==> config.mk <==
export PLATFORM = sky130hd
export DESIGN_NAME = encoder_input_assembly_packer
export DESIGN_NICKNAME = d
export VERILOG_FILES = /design/src/rtl/packer_pkg.sv /design/src/rtl/pin_sync.sv /design/src/rtl/word_memory.sv /design/src/rtl/encoder_input_assembly_packer.sv
export VERILOG_INCLUDE_DIRS = /design/src /design/src/rtl
export SDC_FILE = /design/constraint.sdc
export NUM_CORES = 2
export LEC_CHECK = 0
export BUFFER_PORTS_ARGS = -buffer_cell sky130_fd_sc_hd__buf_2
export CORE_UTILIZATION = 61
export CTS_CLUSTER_DIAMETER = 100
export DETAILED_ROUTE_END_ITERATION = 16
export PLACE_DENSITY = 0.9
export SETUP_SLACK_MARGIN = 0.5
export SLEW_MARGIN = 0
export SYNTH_ARGS = -nofsm -noshare
export SYNTH_HDL_FRONTEND = slang
export SYNTH_SLANG_ARGS = --single-unit
==> constraint.sdc <==
create_clock -name clk -period 16.1 [get_ports clk]
set_input_delay 3.22 -clock clk [delete_from_list [all_inputs] [get_ports clk]]
set_output_delay 3.22 -clock clk [all_outputs]
set_load 0.02 [all_outputs]
==> src/rtl/packer_consts.svh <==
// constants of the cyclic input packer: offsets, fields, resets and timing
// assumes inclusion by every file of the packer that needs a number
`ifndef PACKER_CONSTS_SVH
`define PACKER_CONSTS_SVH
// ****************************************
// layouts and connection answers
// ****************************************
`define PK_LAYOUT_POS      8'h01
`define PK_LAYOUT_VEL      8'h03
`define PK_LAYOUT_SYNC     8'h68
`define PK_LAYOUT_CFG      8'h67
`define PK_WORDS_POS       3'h1
`define PK_WORDS_VEL       3'h2
`define PK_WORDS_SYNC      3'h5
`define PK_ERR_NONE        16'h0000
`define PK_ERR_SEGMENT     16'h0315
// ****************************************
// packet fields
// ****************************************
`define PK_POS_MAX         32'h3FFFFFFF
`define PK_CNT_MAX         15'h7FFF
`define PK_CNT_MSB         14
`define PK_SYNC_BIT        16
`define PK_VEL_PER_S       32'h000003E8
`define PK_VEL_PER_MIN     32'h0000EA60
`define PK_SPAN_SHIFT      16
// ****************************************
// register map and reset values
// ****************************************
`define PK_REG_CTRL        8'h00
`define PK_REG_SPAN        8'h04
`define PK_REG_STATUS      8'h08
`define PK_REG_IRQ_STAT    8'h0C
`define PK_REG_IRQ_CLR     8'h10
`define PK_REG_IRQ_EN      8'h14
`define PK_CTRL_FMT_LSB    0
`define PK_CTRL_SCALE_BIT  2
`define PK_SPAN_RESET      32'h00010000
`define PK_IRQ_REFRESH     0
`define PK_IRQ_REJECT      1
`define PK_IRQ_PACKET      2
`define PK_AXI_OKAY        2'h0
`define PK_AXI_SLVERR      2'h2
// ****************************************
// timing
// ****************************************
`define PK_CLK_NS          10
`define PK_REFRESH_NS      1000000
`define PK_MS_CYCLES       (`PK_REFRESH_NS / `PK_CLK_NS)
`endif

==> src/rtl/packer_pkg.sv <==
// types shared by the cyclic input packer
// assumes packer_consts.svh holds the numbers
package packer_pkg;
  typedef enum {ST_IDLE, ST_LOAD, ST_FETCH, ST_WAIT} txState_type;
  typedef enum logic [1:0] {FMT_PER_MS, FMT_PER_S, FMT_PER_MIN} velFormat_type;
endpackage : packer_pkg

==> src/rtl/pin_sync.sv <==
// three-stage synchroniser for a level arriving from a pin
// assumes the pin is slow compared with clk
`timescale 1ns/1ps
module pin_sync (
  input  wire logic clk,
  input  wire logic rst_b,
  input  wire logic pinIn,
  output logic      levelOut
);
  logic stage1_q;
  logic stage2_q;
  logic stage3_q;

  always_ff @(posedge clk or negedge rst_b) begin
    if (!rst_b) begin
      stage1_q <= 1'b0;
      stage2_q <= 1'b0;
      stage3_q <= 1'b0;
    end else begin
      stage1_q <= pinIn;
      stage2_q <= stage1_q;
      stage3_q <= stage2_q;
    end
  end

  // a change counts only once the second and third stage agree
  always_ff @(posedge clk or negedge rst_b) begin
    if (!rst_b) begin
      levelOut <= 1'b0;
    end else if (stage2_q == stage3_q) begin
      levelOut <= stage3_q;
    end
  end
endmodule : pin_sync

==> src/rtl/word_memory.sv <==
// five-word packet image, written as a whole, read one word at a time
// assumes the writer never writes while a word is being read out
`timescale 1ns/1ps
module word_memory (
  input  wire logic         clk,
  input  wire logic         rst_b,
  input  wire logic         wrEn,
  input  wire logic [159:0] wrWords,
  input  wire logic [2:0]   rdAddr,
  output logic      [31:0]  rdData
);
  logic [31:0] mem_q [5];

  generate
    for (genvar i = 0; i < 5; i++) begin : g_word
      always_ff @(posedge clk or negedge rst_b) begin
        if (!rst_b) begin
          mem_q[i] <= 32'h00000000;
        end else if (wrEn) begin
          mem_q[i] <= wrWords[32*i +: 32];
        end
      end
    end
  endgenerate

  always_ff @(posedge clk or negedge rst_b) begin
    if (!rst_b) begin
      rdData <= 32'h00000000;
    end else begin
      rdData <= (rdAddr < 3'h5) ? mem_q[rdAddr] : 32'h00000000;
    end
  end
endmodule : word_memory

==> src/rtl/encoder_input_assembly_packer.sv <==
// cyclic input packer of a networked encoder with an AXI4-Lite register slave
// assumes position and timer come from same-clock logic, the sync lock from a pin
//
// Local design decisions: the AXI4-Lite interface to the registers and the placing of the registers.
`timescale 1ns/1ps
`include "packer_consts.svh"

module encoder_input_assembly_packer
  import packer_pkg::*;
#(
  parameter int MS_CYCLES = `PK_MS_CYCLES
) (
  input  wire logic        clk,
  input  wire logic        rst_b,
  input  wire logic [31:0] posIn,
  input  wire logic [63:0] timerIn,
  input  wire logic        syncLockPin,
  input  wire logic        connReqValid,
  input  wire logic [7:0]  connReqLayout,
  input  wire logic [7:0]  connReqCfgLayout,
  input  wire logic [15:0] connReqRpiMs,
  input  wire logic        connClose,
  output logic             connRespValid,
  output logic [15:0]      connRespCode,
  output logic             connActive,
  output logic             pktValid,
  output logic [31:0]      pktData,
  output logic [2:0]       pktIndex,
  output logic             pktLast,
  input  wire logic        pktReady,
  output logic             irq,
  input  wire logic [7:0]  awaddr,
  input  wire logic        awvalid,
  output logic             awready,
  input  wire logic [31:0] wdata,
  input  wire logic [3:0]  wstrb,
  input  wire logic        wvalid,
  output logic             wready,
  output logic [1:0]       bresp,
  output logic             bvalid,
  input  wire logic        bready,
  input  wire logic [7:0]  araddr,
  input  wire logic        arvalid,
  output logic             arready,
  output logic [31:0]      rdata,
  output logic [1:0]       rresp,
  output logic             rvalid,
  input  wire logic        rready
);
  // ****************************************
  // declarations
  // ****************************************
  logic [31:0]   msCnt_q;
  logic          msTick_q;
  logic          timeSyncFlag;
  logic [31:0]   snapPos_q;
  logic [31:0]   snapVel_q;
  logic [63:0]   snapTime_q;
  logic [14:0]   updCount_q;
  logic          snapSync_q;
  logic [31:0]   prevScaled_q;
  logic [31:0]   posClamped;
  logic [63:0]   posProduct;
  logic [31:0]   posForVel;
  logic [31:0]   posDelta;
  logic [63:0]   velProduct;
  logic [31:0]   velOut;
  logic [1:0]    velFormat_q;
  logic          scaleEver_q;
  logic [31:0]   span_q;
  logic [7:0]    layout_q;
  logic [2:0]    wordCount_q;
  logic [15:0]   rpi_q;
  logic [15:0]   rpiCnt_q;
  logic          sendStart;
  logic          layoutOk;
  txState_type   txState_q;
  logic [2:0]    idx_q;
  logic [31:0]   memData;
  logic [159:0]  image;
  logic [2:0]    irqStat_q;
  logic [2:0]    irqEn_q;
  logic [2:0]    irqEvent;
  logic [2:0]    irqClr;
  logic          awGot_q;
  logic          wGot_q;
  logic [7:0]    awAddr_q;
  logic [31:0]   wData_q;
  logic [3:0]    wStrb_q;
  logic          doWrite;
  logic          wrMapped;
  logic [14:0]   pktCount_q;
  logic          pktSync_q;

  // ****************************************
  // refresh tick and time sync
  // ****************************************
  // refresh runs from its own divider so the controller's read rate has no say
  always_ff @(posedge clk or negedge rst_b) begin
    if (!rst_b) begin
      msCnt_q  <= 32'h00000000;
      msTick_q <= 1'b0;
    end else if (msCnt_q == 32'(MS_CYCLES - 1)) begin
      msCnt_q  <= 32'h00000000;
      msTick_q <= 1'b1;
    end else begin
      msCnt_q  <= msCnt_q + 32'h00000001;
      msTick_q <= 1'b0;
    end
  end

  pin_sync u_sync (
    .clk      (clk),
    .rst_b    (rst_b),
    .pinIn    (syncLockPin),
    .levelOut (timeSyncFlag)
  );

  // ****************************************
  // position, velocity and snapshot
  // ****************************************
  assign posClamped = (posIn > `PK_POS_MAX) ? `PK_POS_MAX : posIn;
  assign posProduct = {32'h00000000, posClamped} * {32'h00000000, span_q};
  // once scaling was switched on the velocity is taken from the scaled position for good; the position word stays unscaled
  assign posForVel  = scaleEver_q ? posProduct[`PK_SPAN_SHIFT +: 32] : posClamped;
  assign posDelta   = posForVel - prevScaled_q;

  always_comb begin
    velProduct = {{32{posDelta[31]}}, posDelta};
    case (velFormat_q)
      2'h1:    velProduct = {{32{posDelta[31]}}, posDelta} * {32'h00000000, `PK_VEL_PER_S};
      2'h2:    velProduct = {{32{posDelta[31]}}, posDelta} * {32'h00000000, `PK_VEL_PER_MIN};
      default: velProduct = {{32{posDelta[31]}}, posDelta};
    endcase
    velOut = velProduct[31:0];
  end

  always_ff @(posedge clk or negedge rst_b) begin
    if (!rst_b) begin
      snapPos_q    <= 32'h00000000;
      snapVel_q    <= 32'h00000000;
      snapTime_q   <= 64'h0000000000000000;
      snapSync_q   <= 1'b0;
      prevScaled_q <= 32'h00000000;
    end else if (msTick_q) begin
      snapPos_q    <= posClamped;
      snapVel_q    <= velOut;
      snapTime_q   <= timerIn;
      snapSync_q   <= timeSyncFlag;
      prevScaled_q <= posForVel;
    end
  end

  always_ff @(posedge clk or negedge rst_b) begin
    if (!rst_b) begin
      updCount_q <= 15'h0000;
    end else if (msTick_q) begin
      updCount_q <= (updCount_q == `PK_CNT_MAX) ? 15'h0000 : updCount_q + 15'h0001;
    end
  end

  // ****************************************
  // connection handling
  // ****************************************
  assign layoutOk = (connReqLayout == `PK_LAYOUT_POS) || (connReqLayout == `PK_LAYOUT_VEL)
                 || (connReqLayout == `PK_LAYOUT_SYNC);

  always_ff @(posedge clk or negedge rst_b) begin
    if (!rst_b) begin
      connRespValid <= 1'b0;
      connRespCode  <= `PK_ERR_NONE;
      connActive    <= 1'b0;
      layout_q      <= `PK_LAYOUT_POS;
      wordCount_q   <= `PK_WORDS_POS;
      rpi_q         <= 16'h0001;
    end else begin
      connRespValid <= connReqValid;
      if (connReqValid && (!layoutOk || connReqCfgLayout != `PK_LAYOUT_CFG)) begin
        connRespCode <= `PK_ERR_SEGMENT;
      end else if (connReqValid) begin
        connRespCode <= `PK_ERR_NONE;
        connActive   <= 1'b1;
        layout_q     <= connReqLayout;
        // a zero interval would stall the packet timer, so it is taken as one
        rpi_q        <= (connReqRpiMs == 16'h0000) ? 16'h0001 : connReqRpiMs;
        case (connReqLayout)
          `PK_LAYOUT_VEL:  wordCount_q <= `PK_WORDS_VEL;
          `PK_LAYOUT_SYNC: wordCount_q <= `PK_WORDS_SYNC;
          default:         wordCount_q <= `PK_WORDS_POS;
        endcase
      end else if (connClose) begin
        connActive <= 1'b0;
      end
    end
  end

  // ****************************************
  // packet interval and transmit
  // ****************************************
  always_ff @(posedge clk or negedge rst_b) begin
    if (!rst_b) begin
      rpiCnt_q <= 16'h0000;
    end else if (!connActive) begin
      rpiCnt_q <= 16'h0000;
    end else if (msTick_q) begin
      rpiCnt_q <= (rpiCnt_q >= rpi_q - 16'h0001) ? 16'h0000 : rpiCnt_q + 16'h0001;
    end
  end

  // an interval that ends while a packet is still out is skipped, not queued
  assign sendStart = connActive && msTick_q && (rpiCnt_q >= rpi_q - 16'h0001)
                  && (txState_q == ST_IDLE);

  // word order is the same for every layout; only the velocity word is zeroed, in the position layout
  assign image = {{15'h0000, snapSync_q, 1'b0, updCount_q},
                  snapTime_q[63:32], snapTime_q[31:0],
                  (layout_q == `PK_LAYOUT_POS) ? 32'h00000000 : snapVel_q,
                  snapPos_q};

  word_memory u_mem (
    .clk     (clk),
    .rst_b   (rst_b),
    .wrEn    (sendStart),
    .wrWords (image),
    .rdAddr  (idx_q),
    .rdData  (memData)
  );

  always_ff @(posedge clk or negedge rst_b) begin
    if (!rst_b) begin
      txState_q <= ST_IDLE;
      idx_q     <= 3'h0;
      pktValid  <= 1'b0;
      pktData   <= 32'h00000000;
      pktIndex  <= 3'h0;
      pktLast   <= 1'b0;
    end else begin
      case (txState_q)
        ST_IDLE: begin
          idx_q <= 3'h0;
          if (sendStart) begin
            txState_q <= ST_LOAD;
          end
        end
        ST_LOAD: begin
          txState_q <= ST_FETCH;
        end
        ST_FETCH: begin
          pktValid  <= 1'b1;
          pktData   <= memData;
          pktIndex  <= idx_q;
          pktLast   <= (idx_q == wordCount_q - 3'h1);
          txState_q <= ST_WAIT;
        end
        ST_WAIT: begin
          if (pktReady) begin
            pktValid <= 1'b0;
            pktLast  <= 1'b0;
            if (pktLast) begin
              txState_q <= ST_IDLE;
            end else begin
              idx_q     <= idx_q + 3'h1;
              txState_q <= ST_LOAD;
            end
          end
        end
        default: begin
          txState_q <= ST_IDLE;
        end
      endcase
    end
  end

  // the live counter moves on while a packet is out, so word 4 is held against its frozen copy
  always_ff @(posedge clk or negedge rst_b) begin
    if (!rst_b) begin
      pktCount_q <= 15'h0000;
      pktSync_q  <= 1'b0;
    end else if (sendStart) begin
      pktCount_q <= updCount_q;
      pktSync_q  <= snapSync_q;
    end
  end

  // ****************************************
  // interrupts
  // ****************************************
  assign irqEvent = {(txState_q == ST_WAIT) && pktReady && pktLast,
                     connReqValid && !layoutOk, msTick_q};
  assign irqClr   = (doWrite && awAddr_q == `PK_REG_IRQ_CLR) ? wData_q[2:0] : 3'h0;

  // a new event in the clearing cycle survives the clear
  always_ff @(posedge clk or negedge rst_b) begin
    if (!rst_b) begin
      irqStat_q <= 3'h0;
      irq       <= 1'b0;
    end else begin
      irqStat_q <= (irqStat_q & ~irqClr) | irqEvent;
      irq       <= |(((irqStat_q & ~irqClr) | irqEvent) & irqEn_q);
    end
  end

  // ****************************************
  // AXI4-Lite slave
  // ****************************************
  assign doWrite  = awGot_q && wGot_q && !bvalid;
  assign wrMapped = (awAddr_q == `PK_REG_CTRL) || (awAddr_q == `PK_REG_SPAN)
                 || (awAddr_q == `PK_REG_IRQ_CLR) || (awAddr_q == `PK_REG_IRQ_EN);

  always_ff @(posedge clk or negedge rst_b) begin
    if (!rst_b) begin
      awGot_q  <= 1'b0;
      wGot_q   <= 1'b0;
      awAddr_q <= 8'h00;
      wData_q  <= 32'h00000000;
      wStrb_q  <= 4'h0;
      awready  <= 1'b0;
      wready   <= 1'b0;
      bvalid   <= 1'b0;
      bresp    <= `PK_AXI_OKAY;
    end else begin
      awready <= !awGot_q && !(awvalid && awready) && !bvalid;
      wready  <= !wGot_q && !(wvalid && wready) && !bvalid;
      if (awvalid && awready) begin
        awGot_q  <= 1'b1;
        awAddr_q <= {awaddr[7:2], 2'h0};
      end
      if (wvalid && wready) begin
        wGot_q  <= 1'b1;
        wData_q <= wdata;
        wStrb_q <= wstrb;
      end
      if (doWrite) begin
        awGot_q <= 1'b0;
        wGot_q  <= 1'b0;
        bvalid  <= 1'b1;
        bresp   <= wrMapped ? `PK_AXI_OKAY : `PK_AXI_SLVERR;
      end else if (bvalid && bready) begin
        bvalid <= 1'b0;
      end
    end
  end

  // only the low byte lane carries control bits, the span honours every lane
  always_ff @(posedge clk or negedge rst_b) begin
    if (!rst_b) begin
      velFormat_q <= 2'h0;
      scaleEver_q <= 1'b0;
      span_q      <= `PK_SPAN_RESET;
      irqEn_q     <= 3'h0;
    end else if (doWrite) begin
      if (awAddr_q == `PK_REG_CTRL && wStrb_q[0]) begin
        velFormat_q <= wData_q[`PK_CTRL_FMT_LSB +: 2];
        // sticky: clearing the bit later does not undo scaling
        scaleEver_q <= scaleEver_q | wData_q[`PK_CTRL_SCALE_BIT];
      end
      if (awAddr_q == `PK_REG_IRQ_EN && wStrb_q[0]) begin
        irqEn_q <= wData_q[2:0];
      end
      if (awAddr_q == `PK_REG_SPAN) begin
        for (int b = 0; b < 4; b++) begin
          if (wStrb_q[b]) begin
            span_q[8*b +: 8] <= wData_q[8*b +: 8];
          end
        end
      end
    end
  end

  always_ff @(posedge clk or negedge rst_b) begin
    if (!rst_b) begin
      arready <= 1'b0;
      rvalid  <= 1'b0;
      rdata   <= 32'h00000000;
      rresp   <= `PK_AXI_OKAY;
    end else begin
      arready <= !rvalid && !(arvalid && arready);
      if (arvalid && arready) begin
        rvalid <= 1'b1;
        rresp  <= `PK_AXI_OKAY;
        case ({araddr[7:2], 2'h0})
          `PK_REG_CTRL:     rdata <= {29'h00000000, scaleEver_q, velFormat_q};
          `PK_REG_SPAN:     rdata <= span_q;
          `PK_REG_STATUS:   rdata <= {layout_q, 6'h00, connActive, timeSyncFlag, 1'b0, updCount_q};
          `PK_REG_IRQ_STAT: rdata <= {29'h00000000, irqStat_q};
          `PK_REG_IRQ_EN:   rdata <= {29'h00000000, irqEn_q};
          `PK_REG_IRQ_CLR:  rdata <= 32'h00000000;
          default: begin
            rdata <= 32'h00000000;
            rresp <= `PK_AXI_SLVERR;
          end
        endcase
      end else if (rvalid && rready) begin
        rvalid <= 1'b0;
      end
    end
  end
endmodule : encoder_input_assembly_packer

==> impl_metrics.csv <==
group,metric,value,unit
synth,synthFlopType,"dfrtp_1",
place,globalplace.congestion,0.971,
route,ant_nets,0,
die,coreArea,99000,µm²
timing,tightest_slew,1360,ps
grt,grtUsageMet1,0.464,
layout,final_common_cell,"nand2_1",
grt,grt_pass1_vias,56009,
worst_setup_path,path_max_fanout,23,
clock_network,clock_latency,690,ps
route,vias,52854,
timing,period_needed,16340,ps
die,rows,115,
route,drt-initial-drc-count,7155,
synth,avgSynthCellArea,9.67,µm²
synth,synth_area,61300,µm²
synth,synthCells,6338,
synth,synth_edf_count,0,
synth,yosysTopAreaCell,"fa_1",
timing,setup_viol,3,
clock_network,cts-buffers-inserted,56,
worst_setup_path,cp.arrival,16950,ps
die,start_util,0.619,
grt,gr-total-overflow,0,
route,routed_via_density,6.44,
route,drc_errors,0,
clock_network,cts_num_sinks,602,
clock_network,root_buffer,"clkbuf_16",
clock_network,clk_pin_slew,70,ps
worst_setup_path,endpoint_kind,"flip-flop",
timing,rsz0062_at_grt,"yes",
synth,synth-async-reset-ratio,1.00,
synth,ys_types,81,
die,die_x,319,µm
layout,final_nets,8298,
die,die_h,319,µm
route,dr.pass1.iters,12,
grt,antenna_found_initial,21,
worst_setup_path,crit_top_cell,"fa_1",
timing,hold_viol,0,
timing,finClkSkew,101,ps
layout,area_growth,15.0,%
worst_setup_path,cp_data_required_time,16710,ps
synth,netlist_top_cells_area,"fa_1 30%, dfrtp_1 24%, nand2_1 7.0%, inv_1 6.7%, ha_1 6.6%",
worst_setup_path,worst_setup_path_start_kind,"primary input",
worst_setup_path,critPathKind,"primary input to flip-flop",
grt,use_met2,0.611,
worst_setup_path,max_stage_delay,640,ps
timing,hold_slack,285,ps
place,post-dp-hpwl,139,mm
synth,ys_seq_area_frac,0.246,
run,maxCapViolCount,0,
layout,multi_input_area,42200,µm²
outcome,violations,"setup timing",
worst_hold_path,hp-class,"flip-flop to flip-flop",
synth,ys_seq_elements,602,
place,portBuffers,270,
clock_network,clockBufferDepth,3,
clock_network,cts_tree,"yes",
clock_network,htreeDepth,2,
layout,layout-drive-gt1-share,0.198,
grt,grt_use_total,0.395,
die,io_pins,288,
timing,setup_slack,-239,ps
grt,use_met3,0.120,
timing,fmax,0.0612,GHz
route,wl,207,mm
synth,synth_top_area_share,0.303,
route,wl_per_cell,25.3,µm
grt,top_usage_layer,"met2",
layout,fillers,5633,
synth,yosys_warnings,0,
grt,grt_pass1_wl,310,mm
timing,drv_slew,0,
layout,seqCellArea,15100,µm²
timing,maxSlewHeadroom,0.0871,
worst_setup_path,slowest_stage,"nor2b_1",
outcome,status,"complete, but fails checks",
die,dieArea,102000,µm²
timing,finalCritPeriodShare,1.01,
layout,final_cell_mix,"1,135 x nand2_1, 1,071 x inv_1, 900 x fa_1",
grt,grt_max_degree,174,
-- area by class of cell --
class                           count  area share
Multi-Input combinational cell   4341       0.599
Sequential cell                   602       0.214
Timing Repair Buffer              761      0.0754
Inverter                         1093      0.0583
Tap cell                         1287      0.0229
Clock buffer                       69      0.0219
Clock inverter                     36     0.00748
Antenna cell                       18    0.000639
-- what timing repair did --
action / CTS / global route
setup endpoints to repair: 11 / 14
buffers inserted: 11 / 24
pin swaps: 49 / 141
hold buffers: 0 / 0
gates cloned: 0 / 4
gates resized for setup: 74 / 181
-- sequential cells by signal, summed over array words and instances (netlist names), 2 cells and up --
name,cells
snapVel_q,32
snapPos_q,32
irqEn_q,3
layout_q,8
pktData,32
rdata,32
wordCount_q,3
wStrb_q,4
velFormat_q,2
rpiCnt_q,16
u_mem.mem_q,144
msCnt_q,32
span_q,32
txState_q,2
idx_q,3
updCount_q,15
rpi_q,16
pktIndex,3
awAddr_q,6
u_mem.rdData,32
wData_q,32
irqStat_q,3
snapTime_q,64
prevScaled_q,32
-- path summary, 6_finish.rpt --
| kind | depth (start not counted) | end | start | slack [ps] |
|---|---|---|---|---|
| setup / recovery | 54 | snapVel_q[30] | posIn[30] | -240 |
| hold reg to reg | 0 | u_sync.stage2_q | u_sync.stage1_q | 290 |
| hold / removal | 0 | u_sync.stage2_q | u_sync.stage1_q | 290 |
| max in group asynchronous | 4 | u_mem.mem_q[49] | rst_b | 10070 |
| min in group asynchronous | 1 | wStrb_q[2] | rst_b | 2660 |
| setup reg to reg | 52 | snapVel_q[30] | span_q[5] | 2080 |
-- cells in the mapped netlist (18+ instances only) --
| library cell | instances |
|---|---|
| inv_1 | 1090 |
| dfrtp_1 | 598 |
| o21a_1 | 22 |
| a211oi_1 | 19 |
| nor2b_1 | 48 |
| nand4_1 | 21 |
| or3_1 | 36 |
| nor2_1 | 163 |
| and2_1 | 384 |
| xnor2_1 | 157 |
| mux2_2 | 210 |
| o21ai_0 | 138 |
| a21o_1 | 54 |
| a222oi_1 | 23 |
| mux4_2 | 35 |
| nor4_1 | 20 |
| fa_1 | 929 |
| a21oi_1 | 165 |
| nor3_1 | 18 |
| nand2_1 | 1140 |
| xor2_1 | 63 |
| ha_1 | 323 |
| buf_1 | 22 |
| clkbuf_1 | 301 |
| nand3_1 | 79 |
| and3_1 | 30 |
| nand2b_1 | 25 |
-- critical path: cells and delay by family --
kind                       cells  cell delay [ps]
buffers and inverters         14             1780
AOI/OAI and AO/OA             12             2140
adders and majority gates     14             6290
and+or+nand+nor               11             2610
xor gates and xnor gates       3              890
-- logic make-up after synthesis --
family | after synthesis | share of synthesized area
other | 2 | 0.000123
muxes | 246 | 0.0516
and+or+nand+nor | 1994 | 0.149
AOI/OAI and AO/OA | 578 | 0.0617
buffers and inverters | 1439 | 0.0893
adders and majority gates | 1253 | 0.370
DFF | 602 | 0.246
xor gates and xnor gates | 224 | 0.0328
-- through the flow --
| step | cell area, µm² | std cells | TNS, ps | worst slack [ps] | utilization |
|---|---|---|---|---|---|
| after floorplan | 61800 | 6382 | 0 | 142 | - |
| after global placement | 66900 | 8045 | -2630 | -477 | 0.676 |
| after detailed placement | 66900 | 8045 | -4960 | -665 | 0.676 |
| after CTS | 69400 | 8161 | 0 | 500 | 0.701 |
| after global routing | 70400 | 8197 | -2200 | -602 | 0.711 |
| final | 70500 | 8207 | -423 | -239 | 0.712 |
-- metal layers --
metal | share of wire | up-vias
met1 | 0.31 | 25513
met3 | 0.14 | 1874
met2 | 0.44 | 4930
met5 | 0.00084 | -
met4 | 0.10 | 18
li1 | - | 20519
Power is not shown: default switching activity piles up to over one toggle a cycle in this logic, so the estimate is an artifact.
